--- config.mk ---
export PLATFORM = sky130hd
export DESIGN_NAME = sync_cmd_unit
export DESIGN_NICKNAME = d
export VERILOG_FILES = /design/src/core/sync_cmd_pkg.sv /design/src/core/loss_detector.sv /design/src/core/sync_cmd_unit.sv
export SDC_FILE = /design/constraint.sdc
export NUM_CORES = 1
export LEC_CHECK = 0
export ABC_AREA = 1
export ABC_CLOCK_PERIOD_IN_PS = 9100
export BUFFER_PORTS_ARGS = -buffer_cell sky130_fd_sc_hd__buf_4
export CORE_AREA = 5 5 212 111
export CTS_CLUSTER_DIAMETER = 100
export CTS_CLUSTER_SIZE = 12
export DETAILED_ROUTE_END_ITERATION = 8
export DIE_AREA = 0 0 217 116
export PLACE_DENSITY_LB_ADDON = 0.05
export SLEW_MARGIN = 20
export SYNTH_ARGS = -nofsm -noshare
export SYNTH_HDL_FRONTEND = slang
export SYNTH_HIERARCHICAL = 1
export SYNTH_SLANG_ARGS = --single-unit
export TNS_END_PERCENT = 30
--- constraint.sdc ---
create_clock -name clk -period 9.1 [get_ports clk]
set_clock_uncertainty 0.2 [all_clocks]
set_input_delay 1.365 -clock clk [delete_from_list [all_inputs] [get_ports clk]]
set_output_delay 1.365 -clock clk [all_outputs]
set_load 0.02 [all_outputs]
--- src/core/sync_cmd_pkg.sv ---
// How it works
// RULE1 - query code 0041H arrives high byte first, then protocol and antenna bytes
// RULE2 - query answer echoes 00H 41H, then zero, protocol/config byte, antenna byte
// RULE3 - protocol field reports the secondary sequence protocol; 4 means Title 21
// RULE4 - configuration field is 0 for no acknowledge, 1 for acknowledge
// RULE5 - antenna number reported lies between zero and 03H
// RULE6 - host sets the role with code 0045H, then mode byte and count byte
// RULE7 - mode bits: 0 slave, 1 master, 2 GPS secondary, 3 GPS primary
// RULE8 - host sets exactly one role bit; combinations are not allowed
// RULE9 - role command answer echoes 00H 45H only
// RULE10 - count sets this reader's takeover place when sync or 1-pps is lost
// RULE11 - slave select count never exceeds 26
// RULE12 - master with count 0 never follows; slaves take over in ascending count
// RULE13 - GPS secondary count 1 takes over; faulted primary follows with its count
// RULE14 - GPS primary with count 0 never follows; slaves succeed it in order
// RULE15 - host keeps delay plus duration strictly below the sync period
// RULE16 - host resets the reader after changing the secondary sequence
// RULE17 - lowest surviving nonzero count takes pulse generation; others stay followers; here counts whose slot ends before its first pulse also take over
package sync_cmd_pkg;

  localparam logic [7:0] CODE_HI       = 8'h00;
  localparam logic [7:0] CODE_QUERY_LO = 8'h41;
  localparam logic [7:0] CODE_ROLE_LO  = 8'h45;
  localparam logic [7:0] RESERVED_BYTE = 8'h00;

  localparam logic [3:0] PROTO_TITLE21 = 4'h4;
  localparam logic       ACK_NONE      = 1'b0;
  localparam logic       ACK_SEND      = 1'b1;
  localparam logic [7:0] ANTENNA_MAX   = 8'h03;

  localparam logic [3:0] MODE_NONE     = 4'h0;
  localparam logic [3:0] MODE_SLAVE    = 4'h1;
  localparam logic [3:0] MODE_MASTER   = 4'h2;
  localparam logic [3:0] MODE_GPS_SEC  = 4'h4;
  localparam logic [3:0] MODE_GPS_PRI  = 4'h8;
  localparam logic [7:0] MAX_COUNT     = 8'h1A;

  localparam logic [2:0] QUERY_LAST_IDX = 3'h4;
  localparam logic [2:0] ROLE_LAST_IDX  = 3'h1;
  localparam logic [2:0] IDX_CODE_LO    = 3'h1;
  localparam logic [2:0] IDX_RESERVED   = 3'h2;
  localparam logic [2:0] IDX_SEQ        = 3'h3;

  localparam int CNT_W = 27;

  // times in microseconds, counts derived at the 40 MHz clock
  localparam int unsigned CLK_MHZ         = 40;
  localparam int unsigned SYNC_PERIOD_US  = 20000;
  localparam int unsigned SYNC_LOSS_US    = 40000;
  localparam int unsigned PPS_LOSS_US     = 2000000;
  localparam int unsigned SLOT_US         = 1000;
  localparam int unsigned PULSE_US        = 100;
  localparam int unsigned SYNC_PERIOD_CYC = SYNC_PERIOD_US * CLK_MHZ;
  localparam int unsigned SYNC_LOSS_CYC   = SYNC_LOSS_US * CLK_MHZ;
  localparam int unsigned PPS_LOSS_CYC    = PPS_LOSS_US * CLK_MHZ;
  localparam int unsigned SLOT_CYC        = SLOT_US * CLK_MHZ;
  localparam int unsigned PULSE_CYC       = PULSE_US * CLK_MHZ;

  typedef enum logic [2:0] {
    ST_IDLE    = 3'b000,
    ST_CODE_LO = 3'b001,
    ST_ARG0    = 3'b010,
    ST_ARG1    = 3'b011,
    ST_SEND    = 3'b100
  } cmd_state_t;

endpackage

--- src/core/loss_detector.sv ---
`timescale 1ns/1ps
module loss_detector #(
  parameter int unsigned TIMEOUT_CYC = 16
) (
  // clock and reset
  input  wire logic clk,
  input  wire logic reset_n,
  // asynchronous pin
  input  wire logic pin,
  // results
  output logic      edge_pulse,
  output logic      lost
);

  logic                          meta_reg;
  logic                          sync_reg;
  logic                          prev_reg;
  logic [sync_cmd_pkg::CNT_W-1:0] cnt_reg;
  logic [sync_cmd_pkg::CNT_W-1:0] cnt_next;
  logic                          lost_reg;
  logic                          lost_next;

  assign edge_pulse = sync_reg & ~prev_reg;
  assign lost       = lost_reg;

  always_comb begin
    cnt_next  = cnt_reg;
    lost_next = lost_reg;
    if (edge_pulse) begin
      cnt_next  = '0;
      lost_next = 1'b0;
    end else if (cnt_reg == sync_cmd_pkg::CNT_W'(TIMEOUT_CYC - 1)) begin
      lost_next = 1'b1;
    end else begin
      cnt_next = cnt_reg + 1'b1;
    end
  end

  // meta_reg feeds sync_reg only
  always_ff @(posedge clk or negedge reset_n) begin
    if (!reset_n) begin
      meta_reg <= 1'b0;
      sync_reg <= 1'b0;
      prev_reg <= 1'b0;
      cnt_reg  <= '0;
      lost_reg <= 1'b0;
    end else begin
      meta_reg <= pin;
      sync_reg <= meta_reg;
      prev_reg <= sync_reg;
      cnt_reg  <= cnt_next;
      lost_reg <= lost_next;
    end
  end

endmodule

--- src/core/sync_cmd_unit.sv ---
`timescale 1ns/1ps
module sync_cmd_unit #(
  parameter int unsigned SYNC_PERIOD_CYC = sync_cmd_pkg::SYNC_PERIOD_CYC,
  parameter int unsigned SYNC_LOSS_CYC   = sync_cmd_pkg::SYNC_LOSS_CYC,
  parameter int unsigned PPS_LOSS_CYC    = sync_cmd_pkg::PPS_LOSS_CYC,
  parameter int unsigned SLOT_CYC        = sync_cmd_pkg::SLOT_CYC,
  parameter int unsigned PULSE_CYC       = sync_cmd_pkg::PULSE_CYC
) (
  // clock and reset
  input  wire logic       clk,
  input  wire logic       reset_n,
  // host command bytes
  input  wire logic       rx_valid,
  input  wire logic [7:0] rx_byte,
  // response bytes
  input  wire logic       tx_ready,
  output logic            tx_valid,
  output logic      [7:0] tx_byte,
  // stored secondary tag sequence
  input  wire logic [3:0] seq_protocol,
  input  wire logic       seq_ack,
  input  wire logic [1:0] seq_antenna,
  // sync pin and gps pulse
  input  wire logic       sync_in,
  output logic            sync_out,
  output logic            sync_oe,
  input  wire logic       pps_in,
  // status
  output logic      [3:0] sync_role,
  output logic      [7:0] slave_count,
  output logic            pulse_master,
  output logic            mode_rejected
);

  function automatic logic role_valid(input logic [7:0] mode, input logic [7:0] cnt);
    role_valid = $onehot(mode[3:0]) && (cnt <= sync_cmd_pkg::MAX_COUNT);
  endfunction

  function automatic logic [7:0] resp_byte(input logic [7:0] cmd, input logic [2:0] idx,
                                           input logic [7:0] seq, input logic [7:0] ant);
    if (idx == '0) begin
      resp_byte = sync_cmd_pkg::CODE_HI;
    end else if (idx == sync_cmd_pkg::IDX_CODE_LO) begin
      resp_byte = cmd;
    end else if (idx == sync_cmd_pkg::IDX_RESERVED) begin
      resp_byte = sync_cmd_pkg::RESERVED_BYTE;
    end else if (idx == sync_cmd_pkg::IDX_SEQ) begin
      resp_byte = seq;
    end else begin
      resp_byte = ant;
    end
  endfunction

  logic sync_edge, sync_lost;
  logic pps_edge,  pps_lost;

  loss_detector #(.TIMEOUT_CYC(SYNC_LOSS_CYC)) u_sync_mon (
    .clk        (clk),
    .reset_n    (reset_n),
    .pin        (sync_in),
    .edge_pulse (sync_edge),
    .lost       (sync_lost)
  );

  loss_detector #(.TIMEOUT_CYC(PPS_LOSS_CYC)) u_pps_mon (
    .clk        (clk),
    .reset_n    (reset_n),
    .pin        (pps_in),
    .edge_pulse (pps_edge),
    .lost       (pps_lost)
  );

  // command parser and responder
  sync_cmd_pkg::cmd_state_t state_reg, state_next;
  logic [7:0] cmd_reg,     cmd_next;
  logic [7:0] arg0_reg,    arg0_next;
  logic [2:0] idx_reg,     idx_next;
  logic [7:0] seq_reg,     seq_next;
  logic [7:0] ant_reg,     ant_next;
  logic       tx_valid_reg, tx_valid_next;
  logic [7:0] tx_byte_reg,  tx_byte_next;
  logic [3:0] role_reg,    role_next;
  logic [7:0] count_reg,   count_next;
  logic       reject_reg,  reject_next;
  logic       role_write;
  logic [2:0] last_idx;

  assign last_idx = (cmd_reg == sync_cmd_pkg::CODE_QUERY_LO) ? sync_cmd_pkg::QUERY_LAST_IDX
                                                               : sync_cmd_pkg::ROLE_LAST_IDX;

  always_comb begin
    state_next    = state_reg;
    cmd_next      = cmd_reg;
    arg0_next     = arg0_reg;
    idx_next      = idx_reg;
    seq_next      = seq_reg;
    ant_next      = ant_reg;
    tx_valid_next = tx_valid_reg;
    tx_byte_next  = tx_byte_reg;
    role_next     = role_reg;
    count_next    = count_reg;
    reject_next   = 1'b0;
    role_write    = 1'b0;
    case (state_reg)
      sync_cmd_pkg::ST_IDLE: begin
        if (rx_valid && rx_byte == sync_cmd_pkg::CODE_HI) begin // see RULE1
          state_next = sync_cmd_pkg::ST_CODE_LO;
        end
      end
      sync_cmd_pkg::ST_CODE_LO: begin
        if (rx_valid) begin
          if (rx_byte == sync_cmd_pkg::CODE_QUERY_LO || rx_byte == sync_cmd_pkg::CODE_ROLE_LO) begin
            cmd_next   = rx_byte; // see RULE1
            state_next = sync_cmd_pkg::ST_ARG0;
          end else begin
            state_next = sync_cmd_pkg::ST_IDLE;
          end
        end
      end
      sync_cmd_pkg::ST_ARG0: begin
        if (rx_valid) begin
          arg0_next  = rx_byte;
          state_next = sync_cmd_pkg::ST_ARG1;
        end
      end
      sync_cmd_pkg::ST_ARG1: begin
        if (rx_valid) begin
          if (cmd_reg == sync_cmd_pkg::CODE_ROLE_LO) begin
            // bad role or count keeps the old setting but is still echoed
            if (role_valid(arg0_reg, rx_byte)) begin // see RULE7 see RULE11
              role_next  = arg0_reg[3:0];
              count_next = rx_byte; // see RULE10
              role_write = 1'b1;
            end else begin
              reject_next = 1'b1;
            end
          end else begin
            // snapshot so a mid-answer change cannot tear the reply
            seq_next = {seq_protocol, 3'h0, seq_ack}; // see RULE3 see RULE4
            ant_next = {6'h00, seq_antenna}; // see RULE5
          end
          idx_next      = '0;
          tx_valid_next = 1'b1;
          tx_byte_next  = sync_cmd_pkg::CODE_HI; // see RULE2 see RULE9
          state_next    = sync_cmd_pkg::ST_SEND;
        end
      end
      sync_cmd_pkg::ST_SEND: begin
        if (tx_ready) begin
          if (idx_reg == last_idx) begin // see RULE9
            tx_valid_next = 1'b0;
            state_next    = sync_cmd_pkg::ST_IDLE;
          end else begin
            idx_next     = idx_reg + 1'b1;
            tx_byte_next = resp_byte(cmd_reg, idx_reg + 1'b1, seq_reg, ant_reg); // see RULE2
          end
        end
      end
      default: begin
        state_next    = sync_cmd_pkg::ST_IDLE;
        tx_valid_next = 1'b0;
      end
    endcase
  end

  always_ff @(posedge clk or negedge reset_n) begin
    if (!reset_n) begin
      state_reg    <= sync_cmd_pkg::ST_IDLE;
      cmd_reg      <= sync_cmd_pkg::CODE_HI;
      arg0_reg     <= 8'h00;
      idx_reg      <= 3'h0;
      seq_reg      <= 8'h00;
      ant_reg      <= 8'h00;
      tx_valid_reg <= 1'b0;
      tx_byte_reg  <= 8'h00;
      role_reg     <= sync_cmd_pkg::MODE_NONE;
      count_reg    <= 8'h00;
      reject_reg   <= 1'b0;
    end else begin
      state_reg    <= state_next;
      cmd_reg      <= cmd_next;
      arg0_reg     <= arg0_next;
      idx_reg      <= idx_next;
      seq_reg      <= seq_next;
      ant_reg      <= ant_next;
      tx_valid_reg <= tx_valid_next;
      tx_byte_reg  <= tx_byte_next;
      role_reg     <= role_next;
      count_reg    <= count_next;
      reject_reg   <= reject_next;
    end
  end

  // pulse generation and failover
  logic                          base_gen;
  logic                          gen_reg,      gen_next;
  logic                          take_reg,     take_next;
  logic                          bo_act_reg,   bo_act_next;
  logic [sync_cmd_pkg::CNT_W-1:0] bo_cnt_reg,   bo_cnt_next;
  logic [sync_cmd_pkg::CNT_W-1:0] per_cnt_reg,  per_cnt_next;
  logic [sync_cmd_pkg::CNT_W-1:0] pulse_cnt_reg, pulse_cnt_next;
  logic                          fire;
  logic                          drive_reg,    drive_next;

  // a faulted primary with a nonzero count drops to follower
  assign base_gen = (role_reg == sync_cmd_pkg::MODE_MASTER && count_reg == 8'h00) // see RULE12
                  || (role_reg == sync_cmd_pkg::MODE_GPS_PRI
                      && (count_reg == 8'h00 || !pps_lost)); // see RULE13 see RULE14

  always_comb begin
    take_next   = take_reg;
    bo_act_next = bo_act_reg;
    bo_cnt_next = bo_cnt_reg;
    if (role_write || base_gen) begin
      take_next   = 1'b0;
      bo_act_next = 1'b0;
    end else if (bo_act_reg) begin
      // a pulse from a lower count during backoff keeps us a follower
      if (sync_edge) begin // see RULE17
        bo_act_next = 1'b0;
      end else if (bo_cnt_reg == '0) begin
        bo_act_next = 1'b0;
        take_next   = 1'b1; // see RULE12 see RULE13
      end else begin
        bo_cnt_next = bo_cnt_reg - 1'b1;
      end
    end else if (!take_reg && sync_lost && count_reg != 8'h00) begin // see RULE10
      bo_act_next = 1'b1;
      bo_cnt_next = sync_cmd_pkg::CNT_W'(count_reg * SLOT_CYC); // see RULE17
    end
  end

  assign fire = gen_reg && ((per_cnt_reg == sync_cmd_pkg::CNT_W'(SYNC_PERIOD_CYC - 1))
                || (role_reg == sync_cmd_pkg::MODE_GPS_PRI && pps_edge));

  always_comb begin
    gen_next       = base_gen || take_reg;
    per_cnt_next   = per_cnt_reg;
    pulse_cnt_next = pulse_cnt_reg;
    if (!gen_reg || fire) begin
      per_cnt_next = '0;
    end else begin
      per_cnt_next = per_cnt_reg + 1'b1;
    end
    if (fire) begin
      pulse_cnt_next = sync_cmd_pkg::CNT_W'(PULSE_CYC);
    end else if (pulse_cnt_reg != '0) begin
      pulse_cnt_next = pulse_cnt_reg - 1'b1;
    end
    drive_next = pulse_cnt_next != '0;
  end

  always_ff @(posedge clk or negedge reset_n) begin
    if (!reset_n) begin
      gen_reg       <= 1'b0;
      take_reg      <= 1'b0;
      bo_act_reg    <= 1'b0;
      bo_cnt_reg    <= '0;
      per_cnt_reg   <= '0;
      pulse_cnt_reg <= '0;
      drive_reg     <= 1'b0;
    end else begin
      gen_reg       <= gen_next;
      take_reg      <= take_next;
      bo_act_reg    <= bo_act_next;
      bo_cnt_reg    <= bo_cnt_next;
      per_cnt_reg   <= per_cnt_next;
      pulse_cnt_reg <= pulse_cnt_next;
      drive_reg     <= drive_next;
    end
  end

  assign tx_valid      = tx_valid_reg;
  assign tx_byte       = tx_byte_reg;
  assign sync_role     = role_reg;
  assign slave_count   = count_reg;
  assign pulse_master  = gen_reg;
  assign mode_rejected = reject_reg;
  // registered so the shared pin never sees a compare glitch
  assign sync_out      = drive_reg;
  assign sync_oe       = drive_reg;
endmodule

==> metrics.txt <==
outcome=finished, final reports clean; clock tree root driver cell=clkbuf_16; Avg Inst Size Synth=7.31 um2; post-CTS setup buffer count=0; ordered list of cells on the worst path=fa_1 -> fa_1 -> ha_1 -> inv_1 -> fa_1 -> inv_1 -> ha_1 -> a21oi_1 -> o21ai_0 -> nand2_1 -> o2111ai_1 -> or2_2 -> nand3_1 -> nand2_1 -> nand2_1 -> nand2_1; via count=11,100; number of input and output port buffers inserted=45; post-layout worst setup margin=4.83 ns; gate count of the mapped netlist=1,731; Sinks on Clock Net=around 190; library cell contributing the largest single delay on the critical path=fa_1; global-route wire length before repair=approximately 52,000 um; number of antenna violations at the first check in global routing=0; number of iterations in the first detailed-routing pass=6; synthesized area=0.0127 mm2; number of nets in the finished design=1,867; dominant combinational cell family by area after synthesis=simple AND/OR/NAND/NOR gates; post-DR wirelength/cell=14.7 um; share of async-settable or async-resettable flops after synthesis=1.00; Avg Vias per Cell=5.35; clock tree from TritonCTS=yes; maximum frequency from static timing analysis=0.234 GHz; dominant synthesized flop cell=dfrtp_1; type of the tightest min-delay check=flop to flop; share of cell area taken by muxes after synthesis=0.00623; detailed-placement wirelength estimate=23,200 um; post-synthesis compound-gate area fraction=0.0728; arrival time worst endpoint=~4.4 ns; worst max-slew margin expressed relative to the limit=0.396; total die area=0.0252 mm2; unrepaired setup endpoints after global routing=no; cell type with the largest total area after synthesis=dfrtp_1; maximum buffer depth of the clock tree=2; H-tree depth reported by CTS=4; WS Path Type=flop to flop; CP Buf/Inv Count=2; cell repeated most along the worst path=nand2_1; overflow left after global routing=0; io pins=between 40 and 50; Remaining DRCs=0; maximum cell stage delay along the critical path=around 0.61 ns; area added between synthesis and finish=8.99%; number of buffers added by the clock tree synthesis step=17; number of enable flip-flop cells after synthesis=0; clk_lat worst skew=~0.45 ns; static power due to leakage=7.12 nW; pin count of the biggest net entering global routing=69; Post-Synthesis Net Count=1,822; total power density per cell area=131 mW/mm2; via count of the first global-routing pass=10,100; weighted congestion at the end of routability-driven global placement=0.962; leading cell type in the layout, fill and taps excluded=nand2_1; post_cts resized=0; initial cell density of the core=0.593; Post-CTS Hold Fix Bufs=0; top cell family by delay on the critical path=adder cells; portion of synthesized cell area occupied by the leading cell type=0.383; floorplan row count=38; flip-flop and latch count after synthesis=194; Syn. warnings=6; most area-consuming cells after synthesis=dfrtp_1 (38%), nand2_1 (14%), nor2_1 (7.9%), inv_1 (6.3%), ha_1 (5.6%); XOR/XNOR share of the synthesized area=0.0228; Core Region=around 0.021 mm2; fin crit period=4.27 ns; transition time at the pin with the least slew margin=0.907 ns; hold violation count in the final report=0; sequential-to-total area share from yosys stat=0.383; maximum net fanout on the critical path=8; Total Negative Setup Slacks=0 ns; maxcap violations=0; Reg clk slew, reported paths=approximately 0.07 ns; Post-Place Worst Slack=4.87 ns; vertical extent of the die=116 um; highest-count cells in the layout ignoring fill and taps=nand2_1 (477), nor2_1 (268), inv_1 (212); share of the core filled with cells=0.646; width of the die=217 um; Tcrit/Tclk final=0.469; required arrival time at the worst endpoint=9.24 ns; worst voltage drop across the vdd grid=~0.11 mV; antenna diode instance count=0; routed wire length=30,400 um; fraction of final layout cells sized beyond drive strength 1=0.112; number of setup violations in the final report=0; number of distinct library cells after synthesis=54; simple-gate share of the synthesized area=0.360; Setup crit start kind=flop; Critical Path End Type=flop; Iter 0 DRT Violations=1,314; Final Slew Violations=0; residual antenna-violating net count after detailed routing=0; adder and majority gate portion of the synthesized area=0.0769; GRT Util Overall=0.254
==> cells by family (layout without fill, tap and decap cells) <==
kind of cell | after synthesis | count (layout)
AO/OA/AOI/OAI | 158 | 158
XOR/XNOR | 33 | 33
flip-flops | 194 | 194
buffers and inverters | 249 | 306
AND/OR/NAND/NOR | 1020 | 1020
adder cells (fa/ha/maj) | 70 | 70
multiplexers | 7 | 7
==> cell type report <==
class | instances | area, um2
clock inverter | 9 | 83.8
fill | 1903 | 7550
inverter | 226 | 851
clock buffer | 22 | 464
timing repair buffer | 49 | 374
sequential | 194 | 4850
multi-input combinational | 1288 | 6820
tap | 280 | 350
==> path summary, 6_finish.rpt <==
check                               startpoint                  end  slack (ns)  depth (start not counted)
max in group asynchronous              reset_n    pulse_cnt_reg[16]        6.71                          2
max reg2reg                     slave_count[5]       bo_cnt_reg[22]        4.83                         16
max                             slave_count[5]       bo_cnt_reg[22]        4.83                         16
min in group asynchronous              reset_n       slave_count[7]        0.71                          1
min                        u_sync_mon/meta_reg  u_sync_mon/sync_reg        0.15                          0
min reg2reg                u_sync_mon/meta_reg  u_sync_mon/sync_reg        0.15                          0
==> per-layer routing <==
metal,share of wire,global-route usage
met1,0.54,0.422
met2,0.36,0.327
met3,0.088,0.0626
met4,0.0084,0.0492
met5,0,0
==> synthesized netlist by cell type (3+ instances only) <==
| library cell | number |
|---|---|
| buf_2 | 8 |
| mux2_2 | 7 |
| o21ai_1 | 5 |
| a32oi_1 | 5 |
| xnor2_1 | 10 |
| clkbuf_1 | 9 |
| nand2_4 | 6 |
| o21ai_0 | 64 |
| nor2_2 | 25 |
| a21oi_1 | 45 |
| o21a_1 | 3 |
| nand2_1 | 477 |
| fa_1 | 13 |
| nor3_2 | 3 |
| nand4_1 | 25 |
| nand3b_1 | 10 |
| a31oi_1 | 5 |
| o31ai_1 | 5 |
| nor4_1 | 5 |
| or2_2 | 18 |
| nor2_1 | 268 |
| nor2_4 | 14 |
| o21ai_2 | 10 |
| inv_1 | 212 |
| nor3_1 | 23 |
| nand2_2 | 19 |
| a21o_1 | 3 |
| xor2_1 | 23 |
| inv_2 | 12 |
| dfrtp_1 | 194 |
| nor2_8 | 3 |
| ha_1 | 57 |
| buf_6 | 4 |
| nand3_1 | 113 |
==> stage by stage <==
step	area, um2	total power [mW]	hold slack, ns	cells
after detailed placement	13300	1.10	0.140	2037
after CTS	13800	1.83	0.157	2068
after global routing	13800	1.90	0.170	2068
final	13800	1.80	0.153	2068
after floorplan	12700	1.04	0.131	1731
after global placement	13300	1.10	0.131	2037
==> worst register-to-register path, cell delays in order (launching register included) <==
cell and delay [ns]:
dfrtp_1 0.51, fa_1 0.61, fa_1 0.43, ha_1 0.30, inv_1 0.06, fa_1 0.53
inv_1 0.05, ha_1 0.35, a21oi_1 0.23, o21ai_0 0.17, nand2_1 0.09, o2111ai_1 0.11
or2_2 0.29, nand3_1 0.07, nand2_1 0.07, nand2_1 0.06, nand2_1 0.05
==> power by group <==
group / total, mW / switching [mW] / leakage, nW / internal [mW]
registers: 0.936 / 0.0348 / 2.57 / 0.901
logic: 0.151 / 0.0937 / 4.30 / 0.0574
clock network: 0.717 / 0.328 / 0.258 / 0.389
total: 1.80 / 0.457 / 7.12 / 1.35
Power figures use the tool's default switching activity.
